File: config.mk
export PLATFORM = sky130hd
export DESIGN_NAME = adc_dev_end_flat
export DESIGN_NICKNAME = d
export VERILOG_FILES = /design/src/hw/adc_seq_pkg.sv /design/src/hw/adc_link_if.sv /design/src/hw/adc_dev_end.sv /design/src/hw/conv_timer.sv /design/src/flat_wrapper.sv
export SDC_FILE = /design/constraint.sdc
export NUM_CORES = 1
export LEC_CHECK = 0
export BUFFER_PORTS_ARGS = -buffer_cell sky130_fd_sc_hd__buf_4
export CAP_MARGIN = 20
export CORE_UTILIZATION = 31
export CTS_BUF_LIST = sky130_fd_sc_hd__clkbuf_16
export CTS_CLUSTER_DIAMETER = 120
export DETAILED_ROUTE_END_ITERATION = 7
export GPL_TIMING_DRIVEN = 0
export PLACE_DENSITY = 0.53
export SYNTH_ARGS = -nofsm -noshare
export SYNTH_HDL_FRONTEND = slang
export SYNTH_SLANG_ARGS = --single-unit
export TNS_END_PERCENT = 100
File: constraint.sdc
create_clock -name core_clk -period 3.6 [get_ports core_clk]
set_input_delay 1.08 -clock core_clk [delete_from_list [all_inputs] [get_ports core_clk]]
set_output_delay 1.08 -clock core_clk [all_outputs]
set_load 0.02 [all_outputs]
File: src/hw/adc_seq_pkg.sv
// Purpose: shared constants and types of the converter sequencer and its host
// Assumes: core_clk at 100 MHz, one clock domain on both ends
// Notes:   byte addresses of the host command registers sit here too
package adc_seq_pkg;
    localparam int CMD_W      = 4;
    localparam int CFG_W      = 12;
    localparam int WORD_W     = 16;
    localparam int SAMPLE_W   = 14;
    localparam int FIFO_DEPTH = 8;
    localparam logic [4:0] FRAME_BITS = 5'h10;
    localparam logic [4:0] CMD_BITS   = 5'h04;

    // command codes; codes 0..7 select a channel
    localparam logic [3:0] CMD_CFG_WRITE = 4'ha;
    localparam logic [3:0] CMD_FIFO_READ = 4'he;

    // configuration word fields
    localparam int CFG_THR_LSB       = 0;
    localparam int CFG_MODE_LSB      = 5;
    localparam int CFG_EXT_CLK_BIT   = 7;
    localparam int CFG_SHORT_RES_BIT = 8;
    localparam logic [CFG_W-1:0] CFG_RESET = 12'h000;

    // conversion timing
    localparam logic [4:0] CONV_CLKS_14       = 5'h12;
    localparam logic [4:0] CONV_CLKS_12       = 5'h0d;
    localparam logic [1:0] SCLK_PER_CONV_LAST = 2'h3;
    localparam int CLK_PERIOD_NS = 10;
    localparam int CONV_TAIL_NS  = 15;
    localparam logic [1:0] CONV_TAIL_CYC =
        2'((CONV_TAIL_NS + CLK_PERIOD_NS - 1) / CLK_PERIOD_NS);
    localparam int CORE_KHZ    = 100000;
    localparam int INT_OSC_KHZ = 6500;
    localparam logic [3:0] INT_OSC_DIV = 4'(CORE_KHZ / INT_OSC_KHZ);

    // host link timing
    localparam logic [2:0] SCLK_HALF_CYC = 3'h4;
    localparam logic [2:0] START_LOW_CYC = 3'h4;

    // host register byte addresses
    localparam logic [3:0] REG_CMD    = 4'h0;
    localparam logic [3:0] REG_START  = 4'h4;
    localparam logic [3:0] REG_STATUS = 4'h8;
    localparam logic [3:0] REG_RX     = 4'hc;
    localparam int CMD_FRAME_SYNC_BIT = 16;

    typedef enum logic [1:0] {
        MODE_ONE_SHOT   = 2'h0,
        MODE_REPEAT     = 2'h1,
        MODE_SWEEP      = 2'h2,
        MODE_REP_SWEEP  = 2'h3
    } conv_mode_t;

    // threshold code to number of stored results
    function automatic logic [3:0] thresholdCount(input logic [1:0] code);
        case (code)
            2'h0:    return 4'h8;
            2'h1:    return 4'h6;
            2'h2:    return 4'h4;
            default: return 4'h2;
        endcase
    endfunction

    // result left-justified in the output word, low bits zero
    function automatic logic [WORD_W-1:0] outputWord(input logic [SAMPLE_W-1:0] s,
                                                     input logic shortRes);
        return shortRes ? {s[SAMPLE_W-1:2], 4'h0} : {s, 2'h0};
    endfunction
endpackage

File: src/hw/adc_link_if.sv
// Purpose: serial link between host port and converter sequencer
// Assumes: host makes every clock, select and start signal
// Notes:   serialDataOut is always driven; the host end reads it directly, and the enable only feeds the assertions
`timescale 1ns/10ps
interface adc_link_if;
    logic sclk;
    logic csN;
    logic frameSync;
    logic conversionStartN;
    logic serialDataIn;
    logic serialDataOut;
    logic serialDataOutOe;
    logic eocN;
    logic intN;

    modport dev (
        input  sclk, csN, frameSync, conversionStartN, serialDataIn,
        output serialDataOut, serialDataOutOe, eocN, intN
    );
    modport host (
        output sclk, csN, frameSync, conversionStartN, serialDataIn,
        input  serialDataOut, serialDataOutOe, eocN, intN
    );
endinterface // adc_link_if

File: src/hw/adc_dev_end.sv
// Purpose: converter sequencer: frames, configuration, result store, triggers
// Assumes: link pins come from the host and are synchronised here
// Notes:   sampleData stands in for the analog result of sampleChannel
// Summary of operation
// - configuration write loads settings, clears store and flags
// - in store modes, first command after interrupt means drain
// - oldest entry leaves before command decoding
// - non-drain command stops started output
// - drain never converts nor signals
// - unread entries dropped when draining stops
// - conversion clock: oscillator or serial clock/4
// - eighteen or thirteen clocks plus 15 ns
// - four conversion modes, two non-conversion operations
// - one-shot select frame returns result, converts unless the start pin has triggered
// - one-shot start pin overwrites unread result
// - host selects channel after drain
// - repeat start pin overwrites old group
// - host arms before sweep start pulse
// - host drains or reconfigures after sweep
// - repeat sweep trigger overwrites without drain
// - end-of-conversion low during, interrupt after
// - eight entries, threshold interrupt, cleared on configuration
// - result left-justified in sixteen bits
`timescale 1ns/10ps
module adc_dev_end (
    input  wire logic                      core_clk,
    input  wire logic                      nrst,
    adc_link_if.dev                        link,
    input  wire logic [adc_seq_pkg::SAMPLE_W-1:0] sampleData,
    output logic [2:0]                     sampleChannel,
    output logic                           sampleTake,
    output logic [adc_seq_pkg::CFG_W-1:0]  configWord,
    output logic [3:0]                     fifoLevel
);
    import adc_seq_pkg::*;

    typedef enum logic [1:0] {LINK_IDLE, LINK_CMD, LINK_DATA} link_state_t;

    link_state_t       linkState;
    logic [4:0]        pinS1, pinS2, pinS3;
    logic              sclkRise, sclkFall, frameStart, startRise;
    logic [4:0]        bitCnt;
    logic [WORD_W-1:0] rxShift, txShift, resultWord;
    logic [3:0]        cmd;
    logic              cmdDecoded, frameEnd;
    logic              drainFrame, draining, groupDone, armed, pinTriggered;
    logic              fifoMode, convStart, convBusy, convDone, trigAccept;
    logic              selTrig, pinTrig, pushNow, popNow, flushNow;
    logic [WORD_W-1:0] fifoMem [FIFO_DEPTH];
    logic [2:0]        rdPtr, wrPtr;
    logic [3:0]        count;
    conv_mode_t        mode;

    assign mode     = conv_mode_t'(configWord[CFG_MODE_LSB +: 2]);
    assign fifoMode = (mode != MODE_ONE_SHOT);

    // pins pass two flops; the third only feeds edge detection
    always_ff @(posedge core_clk) begin
        if (!nrst) begin
            pinS1 <= 5'h1e;
            pinS2 <= 5'h1e;
            pinS3 <= 5'h1e;
        end else begin
            pinS1 <= {link.serialDataIn, link.conversionStartN, link.frameSync,
                      link.csN, link.sclk};
            pinS2 <= pinS1;
            pinS3 <= pinS2;
        end
    end

    assign sclkRise   = pinS2[0] && !pinS3[0];
    assign sclkFall   = !pinS2[0] && pinS3[0];
    assign frameStart = (!pinS2[1] && pinS3[1]) || (pinS2[2] && !pinS3[2] && !pinS2[1]);
    assign startRise  = pinS2[3] && !pinS3[3];
    // the fourth bit is still on the pin at decode; at frame end the code sits above the data
    assign cmd        = (linkState == LINK_CMD) ? {rxShift[CMD_W-2:0], pinS2[4]}
                                                : rxShift[WORD_W-2 -: CMD_W];
    assign cmdDecoded = (linkState == LINK_CMD) && sclkRise && bitCnt == CMD_BITS - 5'h01;
    assign frameEnd   = (linkState == LINK_DATA) && sclkRise && bitCnt == FRAME_BITS - 5'h01;
    // in a store mode, a frame while the interrupt stands or a drain runs, with entries stored, is a drain frame
    assign drainFrame = fifoMode && (!link.intN || draining) && count != 4'h0;

    // frame sequencing
    always_ff @(posedge core_clk) begin
        if (!nrst) begin
            linkState <= LINK_IDLE;
            bitCnt    <= 5'h00;
            rxShift   <= '0;
        end else begin
            if (frameStart) begin
                linkState <= LINK_CMD;
                bitCnt    <= 5'h00;
            end else if (sclkRise && linkState != LINK_IDLE) begin
                rxShift <= {rxShift[WORD_W-2:0], pinS2[4]};
                bitCnt  <= bitCnt + 5'h01;
                unique case (linkState)
                    LINK_CMD:  linkState <= cmdDecoded ? LINK_DATA : LINK_CMD;
                    LINK_DATA: linkState <= frameEnd ? LINK_IDLE : LINK_DATA;
                    LINK_IDLE: linkState <= LINK_IDLE;
                endcase
            end
        end
    end

    // output shifter; drain data leaves before the command is known
    always_ff @(posedge core_clk) begin
        if (!nrst) begin
            txShift              <= '0;
            link.serialDataOutOe <= 1'b0;
        end else if (frameStart) begin
            txShift              <= drainFrame ? fifoMem[rdPtr] : resultWord;
            link.serialDataOutOe <= 1'b1;
        end else if (cmdDecoded && (drainFrame || draining) && cmd != CMD_FIFO_READ) begin
            link.serialDataOutOe <= 1'b0;
        end else if (frameEnd) begin
            link.serialDataOutOe <= 1'b0;
        end else if (sclkFall && linkState != LINK_IDLE) begin
            txShift <= {txShift[WORD_W-2:0], 1'b0};
        end
    end
    assign link.serialDataOut = txShift[WORD_W-1];

    // configuration, loaded only by its own frame
    always_ff @(posedge core_clk) begin
        if (!nrst) begin
            configWord <= CFG_RESET;
        end else if (frameEnd && cmd == CMD_CFG_WRITE) begin
            configWord <= {rxShift[CFG_W-2:0], pinS2[4]};
        end
    end

    // conversion triggers: select frame end or start pin rise
    assign selTrig = frameEnd && !cmd[CMD_W-1]
                     && !(mode == MODE_ONE_SHOT && pinTriggered);
    assign pinTrig = startRise && (!configWord[CFG_MODE_LSB + 1] || armed);
    // a finished sweep waits for a drain or configuration
    assign trigAccept = !convBusy && !(mode == MODE_SWEEP && groupDone);
    assign convStart  = (selTrig || pinTrig) && trigAccept;
    assign pushNow    = convDone && fifoMode;
    assign popNow     = frameEnd && cmd == CMD_FIFO_READ && drainFrame;
    // a new group after a finished one overwrites the store
    assign flushNow   = (frameEnd && cmd == CMD_CFG_WRITE)
                        || (convStart && fifoMode && groupDone)
                        || (cmdDecoded && draining && cmd != CMD_FIFO_READ);

    conv_timer u_timer (
        .core_clk (core_clk),
        .nrst     (nrst),
        .start    (convStart),
        .extClk   (configWord[CFG_EXT_CLK_BIT]),
        .shortRes (configWord[CFG_SHORT_RES_BIT]),
        .sclkRise (sclkRise),
        .busy     (convBusy),
        .done     (convDone)
    );

    // channel follows a select that opens a group
    always_ff @(posedge core_clk) begin
        if (!nrst) begin
            sampleChannel <= 3'h0;
        end else if (selTrig && trigAccept && (!fifoMode || count == 4'h0 || groupDone)) begin
            sampleChannel <= cmd[2:0];
        end
    end

    // one-shot result; a new conversion overwrites an unread one
    always_ff @(posedge core_clk) begin
        if (!nrst) begin
            resultWord <= '0;
        end else if (convDone && !fifoMode) begin
            resultWord <= outputWord(sampleData, configWord[CFG_SHORT_RES_BIT]);
        end
    end

    // result store
    always_ff @(posedge core_clk) begin
        if (!nrst) begin
            rdPtr <= 3'h0;
            wrPtr <= 3'h0;
            count <= 4'h0;
        end else if (flushNow) begin
            rdPtr <= 3'h0;
            wrPtr <= 3'h0;
            count <= 4'h0;
        end else begin
            if (pushNow) begin
                fifoMem[wrPtr] <= outputWord(sampleData, configWord[CFG_SHORT_RES_BIT]);
                wrPtr          <= wrPtr + 3'h1;
            end
            if (popNow) begin
                rdPtr <= rdPtr + 3'h1;
            end
            count <= count + {3'h0, pushNow} - {3'h0, popNow};
        end
    end

    // group, drain and arm bookkeeping
    always_ff @(posedge core_clk) begin
        if (!nrst) begin
            groupDone    <= 1'b0;
            draining     <= 1'b0;
            armed        <= 1'b0;
            pinTriggered <= 1'b0;
        end else begin
            if (frameEnd && cmd == CMD_CFG_WRITE) begin
                groupDone    <= 1'b0;
                draining     <= 1'b0;
                armed        <= 1'b0;
                pinTriggered <= 1'b0;
            end else begin
                if (pushNow && count + 4'h1 == thresholdCount(configWord[1:0])) begin
                    groupDone <= 1'b1;
                end else if (flushNow || (popNow && count == 4'h1)) begin
                    groupDone <= 1'b0;
                end
                if (popNow) begin
                    draining <= (count != 4'h1);
                    armed    <= armed && (count != 4'h1);
                end else if (flushNow) begin
                    draining <= 1'b0;
                end else if (frameStart && drainFrame) begin
                    draining <= 1'b1;
                end
                if (selTrig) begin
                    armed <= 1'b1;
                end
                if (pinTrig) begin
                    pinTriggered <= 1'b1;
                end
            end
        end
    end

    // end-of-conversion and interrupt pins; a frame start or start pin rise releases the interrupt unless a new one is raised in the same cycle
    always_ff @(posedge core_clk) begin
        if (!nrst) begin
            link.eocN  <= 1'b1;
            link.intN  <= 1'b1;
            sampleTake <= 1'b0;
        end else begin
            link.eocN  <= !(convBusy || convStart);
            sampleTake <= convDone;
            if ((convDone && !fifoMode)
                || (pushNow && count + 4'h1 == thresholdCount(configWord[1:0]))) begin
                link.intN <= 1'b0;
            end else if (frameStart || startRise) begin
                link.intN <= 1'b1;
            end
        end
    end

    assign fifoLevel = count;
endmodule // adc_dev_end

File: src/hw/conv_timer.sv
// Purpose: counts conversion clocks plus the closing delay of one conversion
// Assumes: sclkRise is a one-cycle pulse from synchronised pins
// Notes:   the internal oscillator is a free divider of core_clk
`timescale 1ns/10ps
module conv_timer (
    input  wire logic core_clk,
    input  wire logic nrst,
    input  wire logic start,
    input  wire logic extClk,
    input  wire logic shortRes,
    input  wire logic sclkRise,
    output logic      busy,
    output logic      done
);
    import adc_seq_pkg::*;

    logic [3:0] oscCnt;
    logic [1:0] sclkCnt;
    logic [4:0] clkCnt;
    logic [1:0] tailCnt;
    logic       inTail;
    logic       convTick;
    logic [4:0] lastClk;

    // internal oscillator tick or every fourth serial clock
    assign convTick = extClk ? (sclkRise && sclkCnt == SCLK_PER_CONV_LAST)
                             : (oscCnt == INT_OSC_DIV - 4'h1);
    assign lastClk  = (shortRes ? CONV_CLKS_12 : CONV_CLKS_14) - 5'h01;

    // free running oscillator divider
    always_ff @(posedge core_clk) begin
        if (!nrst || oscCnt == INT_OSC_DIV - 4'h1) begin
            oscCnt <= 4'h0;
        end else begin
            oscCnt <= oscCnt + 4'h1;
        end
    end

    // conversion clock count, then the closing delay
    always_ff @(posedge core_clk) begin
        if (!nrst) begin
            busy    <= 1'b0;
            done    <= 1'b0;
            inTail  <= 1'b0;
            clkCnt  <= 5'h00;
            sclkCnt <= 2'h0;
            tailCnt <= 2'h0;
        end else begin
            done <= 1'b0;
            if (start) begin
                busy    <= 1'b1;
                inTail  <= 1'b0;
                clkCnt  <= 5'h00;
                sclkCnt <= 2'h0;
                tailCnt <= 2'h0;
            end else if (busy && !inTail) begin
                if (sclkRise) begin
                    sclkCnt <= sclkCnt + 2'h1;
                end
                if (convTick) begin
                    if (clkCnt == lastClk) begin
                        inTail <= 1'b1;
                    end else begin
                        clkCnt <= clkCnt + 5'h01;
                    end
                end
            end else if (inTail) begin
                tailCnt <= tailCnt + 2'h1;
                if (tailCnt == CONV_TAIL_CYC - 2'h1) begin
                    busy   <= 1'b0;
                    inTail <= 1'b0;
                    done   <= 1'b1;
                end
            end
        end
    end
endmodule // conv_timer

File: src/flat_wrapper.sv
// flat-port wrapper written by rule: the top's interface ports become plain ports
module adc_dev_end_flat import adc_seq_pkg::*;
  (core_clk, nrst, sampleData, sampleChannel, sampleTake, configWord, fifoLevel, link_sclk, link_csN, link_frameSync, link_conversionStartN, link_serialDataIn, link_serialDataOut, link_serialDataOutOe, link_eocN, link_intN);
  adc_link_if link_i ();
  input  wire logic core_clk;
  input  wire logic nrst;
  input  wire logic [adc_seq_pkg::SAMPLE_W-1:0] sampleData;
  output logic [2:0] sampleChannel;
  output logic sampleTake;
  output logic [adc_seq_pkg::CFG_W-1:0] configWord;
  output logic [3:0] fifoLevel;
  input wire logic [$bits(link_i.sclk)-1:0] link_sclk;
  input wire logic [$bits(link_i.csN)-1:0] link_csN;
  input wire logic [$bits(link_i.frameSync)-1:0] link_frameSync;
  input wire logic [$bits(link_i.conversionStartN)-1:0] link_conversionStartN;
  input wire logic [$bits(link_i.serialDataIn)-1:0] link_serialDataIn;
  output wire logic [$bits(link_i.serialDataOut)-1:0] link_serialDataOut;
  output wire logic [$bits(link_i.serialDataOutOe)-1:0] link_serialDataOutOe;
  output wire logic [$bits(link_i.eocN)-1:0] link_eocN;
  output wire logic [$bits(link_i.intN)-1:0] link_intN;
  assign link_i.sclk = link_sclk;
  assign link_i.csN = link_csN;
  assign link_i.frameSync = link_frameSync;
  assign link_i.conversionStartN = link_conversionStartN;
  assign link_i.serialDataIn = link_serialDataIn;
  assign link_serialDataOut = link_i.serialDataOut;
  assign link_serialDataOutOe = link_i.serialDataOutOe;
  assign link_eocN = link_i.eocN;
  assign link_intN = link_i.intN;
  adc_dev_end u_core (.core_clk(core_clk), .nrst(nrst), .link(link_i), .sampleData(sampleData), .sampleChannel(sampleChannel), .sampleTake(sampleTake), .configWord(configWord), .fifoLevel(fifoLevel));
endmodule
==> metrics <==
antenna viol nets, final=0; Die H=177 um; final cycle utilization of the critical path=85.3%; Layout Utilization=37.7%; RSZ-0062 raised after global routing=no; largest family of logic cells by synthesized area=simple AND/OR/NAND/NOR gates; DRC viols=0; R2R depth=13; crit path max fanout=10; post-synth top area cell=edfxtp_1; Max Buffers Root-to-Sink=3; fin crit period=3070 ps; dpl cell area=10,500 um2; Yosys reg bits=228; Netlist cell types=68; CTS tree=built; P&R area growth vs syn=18.5%; top cells by area, synth=edfxtp_1 (35%), dfxtp_1 (24%), mux2i_1 (6.4%); setup violators final=0; Final Non-Filler Cells=1,299; Hold Path Cell Cnt=1; total wire length=21.5 mm; via count=6,121; P per Cell Area=470 nW/um2; yosys synthesis warning count=0; min-delay worst type=flip-flop to flip-flop; layout cell share with drive strength beyond 1=16.9%; sequential area share after synthesis=59.9%; Core Box Area=29,900 um2; Sum Neg Setup Slack=0 ps; total global routing overflow=0; initial antenna violation count=0; Resized cells post-CTS=0; DP HPWL=15.4 mm; worst hold start=u_core.pinS1[3]$_SDFF_PN1_; status=completed; Leak Pwr=3.98 nW; max_slew headroom=41.3%; Fin. Hold Viols=0; post-synthesis adder-cell area fraction=2.98%; hold slack=404 ps; Max VDD drop=0.362 mV; mux contribution to synthesized area=8.21%; max-slew violation count=0; clk_lat worst skew=530 ps; Die ar.=31,300 um2; startpoint types=flip-flop; Syn Std Cell Area=9490 um2; XOR/XNOR Fraction of Synth Area=1.75%; Post-synth EDFFs=112; Critical Path Sink Type=flip-flop; max-cap violations=0; ys flop type=dfxtp_1; per-cell routed wire length=16.5 um; Antenna Cells=0; FP Rows=63; pin count of the biggest net entering global routing=15; CP Launch Point=u_core.bitCnt[0]$_SDFFE_PP0P_; htree depth=1; WS Path Type=flip-flop to flip-flop; FILL cells=2,900; vias in the first global route=6,054; Avg Cell Area, Syn=11.8 um2; worst flop-to-flop path endpoint=u_core.fifoLevel[2]$_SDFF_PP0_; root buffer cell=clkbuf_16; drt pass-1 iters=5; postcts setup bufs=0; register-to-register path setup slack=530 ps; Placer Congestion=0.764; die width=177 um; Vias/cell=4.71; simple logic cell fraction of the synthesized area=15.3%; worst hold endpoint=u_core.pinS2[3]$_SDFF_PN1_; Clock Skew=13.6 ps; Clock transition at path regs=60 ps; Syn Nets=850; final instance area=11,200 um2; fmax=326 MHz; CP Data Required Time=4010 ps; Arr. time, crit path=3480 ps; Worst Max-Slew Pin Slew=879 ps; nets@finish=934; Port Buf Inserts=43; post-synthesis compound-gate area fraction=8.57%; clk sink count=228; reg-to-reg critical path startpoint=u_core.bitCnt[0]$_SDFFE_PP0P_; Iter 0 DRT Violations=300; share of the synthesized area in the top cell type=35.4%; Total GRT Usage=14.1%; cell count after synthesis=807; Post-CTS Hold Buffers=0; Num CTS Buffers=25; ys async rst share=0%; first-pass GRT wire length=34.3 mm; Post-Place Cells=1,253; Ports=45; Initial Utilization=31.8%
-- cells in the final DEF (no fill, tap or decap), types with 5 or more instances in the layout --
master / n
nand3_1: 30
a21boi_0: 32
clkbuf_16: 26
a211oi_1: 5
xor2_1: 6
o21ai_0: 14
ha_1: 21
buf_2: 15
nand2_1: 119
and2_1: 9
nor2b_1: 23
clkinv_2: 6
and3_1: 13
mux4_2: 6
nand2b_1: 16
clkbuf_1: 20
inv_1: 25
clkinv_1: 5
nor4_2: 7
mux2i_1: 61
edfxtp_1: 112
nor2_1: 30
a21oi_1: 23
xnor2_1: 13
nor2_2: 7
a22oi_1: 23
buf_4: 61
dfxtp_1: 116
-- sequential cells by signal, indices dropped and copies added (netlist names), 2 cells and up, named ones only --
register,cells
u_core.pinS1,5
u_core.pinS3,4
u_core.fifoLevel,4
u_core.u_timer.tailCnt,2
u_core.wrPtr,3
u_core.resultWord,14
u_core.u_timer.clkCnt,5
u_core.linkState,2
u_core.configWord,12
u_core.fifoMem,112
u_core.rdPtr,3
u_core.bitCnt,5
u_core.sampleChannel,3
u_core.rxShift,15
u_core.pinS2,5
u_core.u_timer.oscCnt,4
u_core.txShift,14
u_core.u_timer.sclkCnt,2
-- worst max path at each step --
stage	end	slack (ps)	cells after the start
floorplan	u_core.fifoMem[1][10]$_DFFE_PP_	-4	4
global placement	u_core.fifoMem[2][4]$_DFFE_PP_	-1890	4
detailed placement	u_core.fifoMem[7][14]$_DFFE_PP_	240	6
CTS	u_core.fifoLevel[1]$_SDFF_PP0_	500	13
global route	u_core.fifoLevel[3]$_SDFF_PP0_	310	14
finish	u_core.fifoLevel[2]$_SDFF_PP0_	530	13
-- final cells by class --
| type | count | area [um2] | area share [%] |
|---|---|---|---|
| sequential | 228 | 5690 | 50.5 |
| multi-input combinational | 514 | 3540 | 31.5 |
| clock buffer | 26 | 651 | 5.78 |
| tap | 390 | 488 | 4.34 |
| timing repair buffer | 57 | 437 | 3.88 |
| buffer | 44 | 238 | 2.11 |
| clock inverter | 19 | 129 | 1.15 |
| inverter | 21 | 78.8 | 0.701 |
-- stage by stage --
step                setup slack, ps  power, mW
floorplan                     -4.32       2.87
finish                          530       5.29
global placement              -1890       2.94
detailed placement              238       2.94
CTS                             498       5.36
global route                    314       5.48
-- power breakdown --
group / switching (mW) / internal, mW
registers: 0.0124 / 2.74
clock network: 1.02 / 1.38
logic: 0.0779 / 0.0529
total: 1.11 / 4.17
-- metal layers --
| layer | track usage, % | up-vias | wire [um] |
|---|---|---|---|
| li1 | - | 3044 | - |
| met1 | 19.9 | 2974 | 10500 |
| met5 | 0 | - | 0 |
| met3 | 1.91 | 23 | 702 |
| met4 | 3.45 | 0 | 337 |
| met2 | 22.7 | 80 | 9880 |
-- cell families (layout without fill, tap and decap cells) --
logic type	after synthesis	count (layout)
simple gates	284	284
fa+ha+maj	22	22
compound gates	119	119
xor+xnor	19	19
mux	70	70
flops	228	228
buf+inv	65	167
-- synthesized netlist by cell type, drive strengths merged, types with 16 or more instances --
cell type	count
nor2b	23
buf	24
inv	21
a21boi	36
a21oi	23
nor2	37
a22oi	23
ha	21
nand2	121
o21ai	16
nand3	31
mux2i	61
nand2b	17
clkbuf	20
dfxtp	116
edfxtp	112
-- worst max-delay path: stages (launching register included) --
cell and delay [ps]:
dfxtp_1 370, ha_1 190, and3_1 170, ha_1 220, nand2_2 100, nor4_4 520
and3_1 250, buf_4 150, ha_1 130, inv_1 40, ha_1 200, fa_1 380
xnor2_1 200, nor2_2 40
Note: power is estimated with default switching activity, not from simulation.
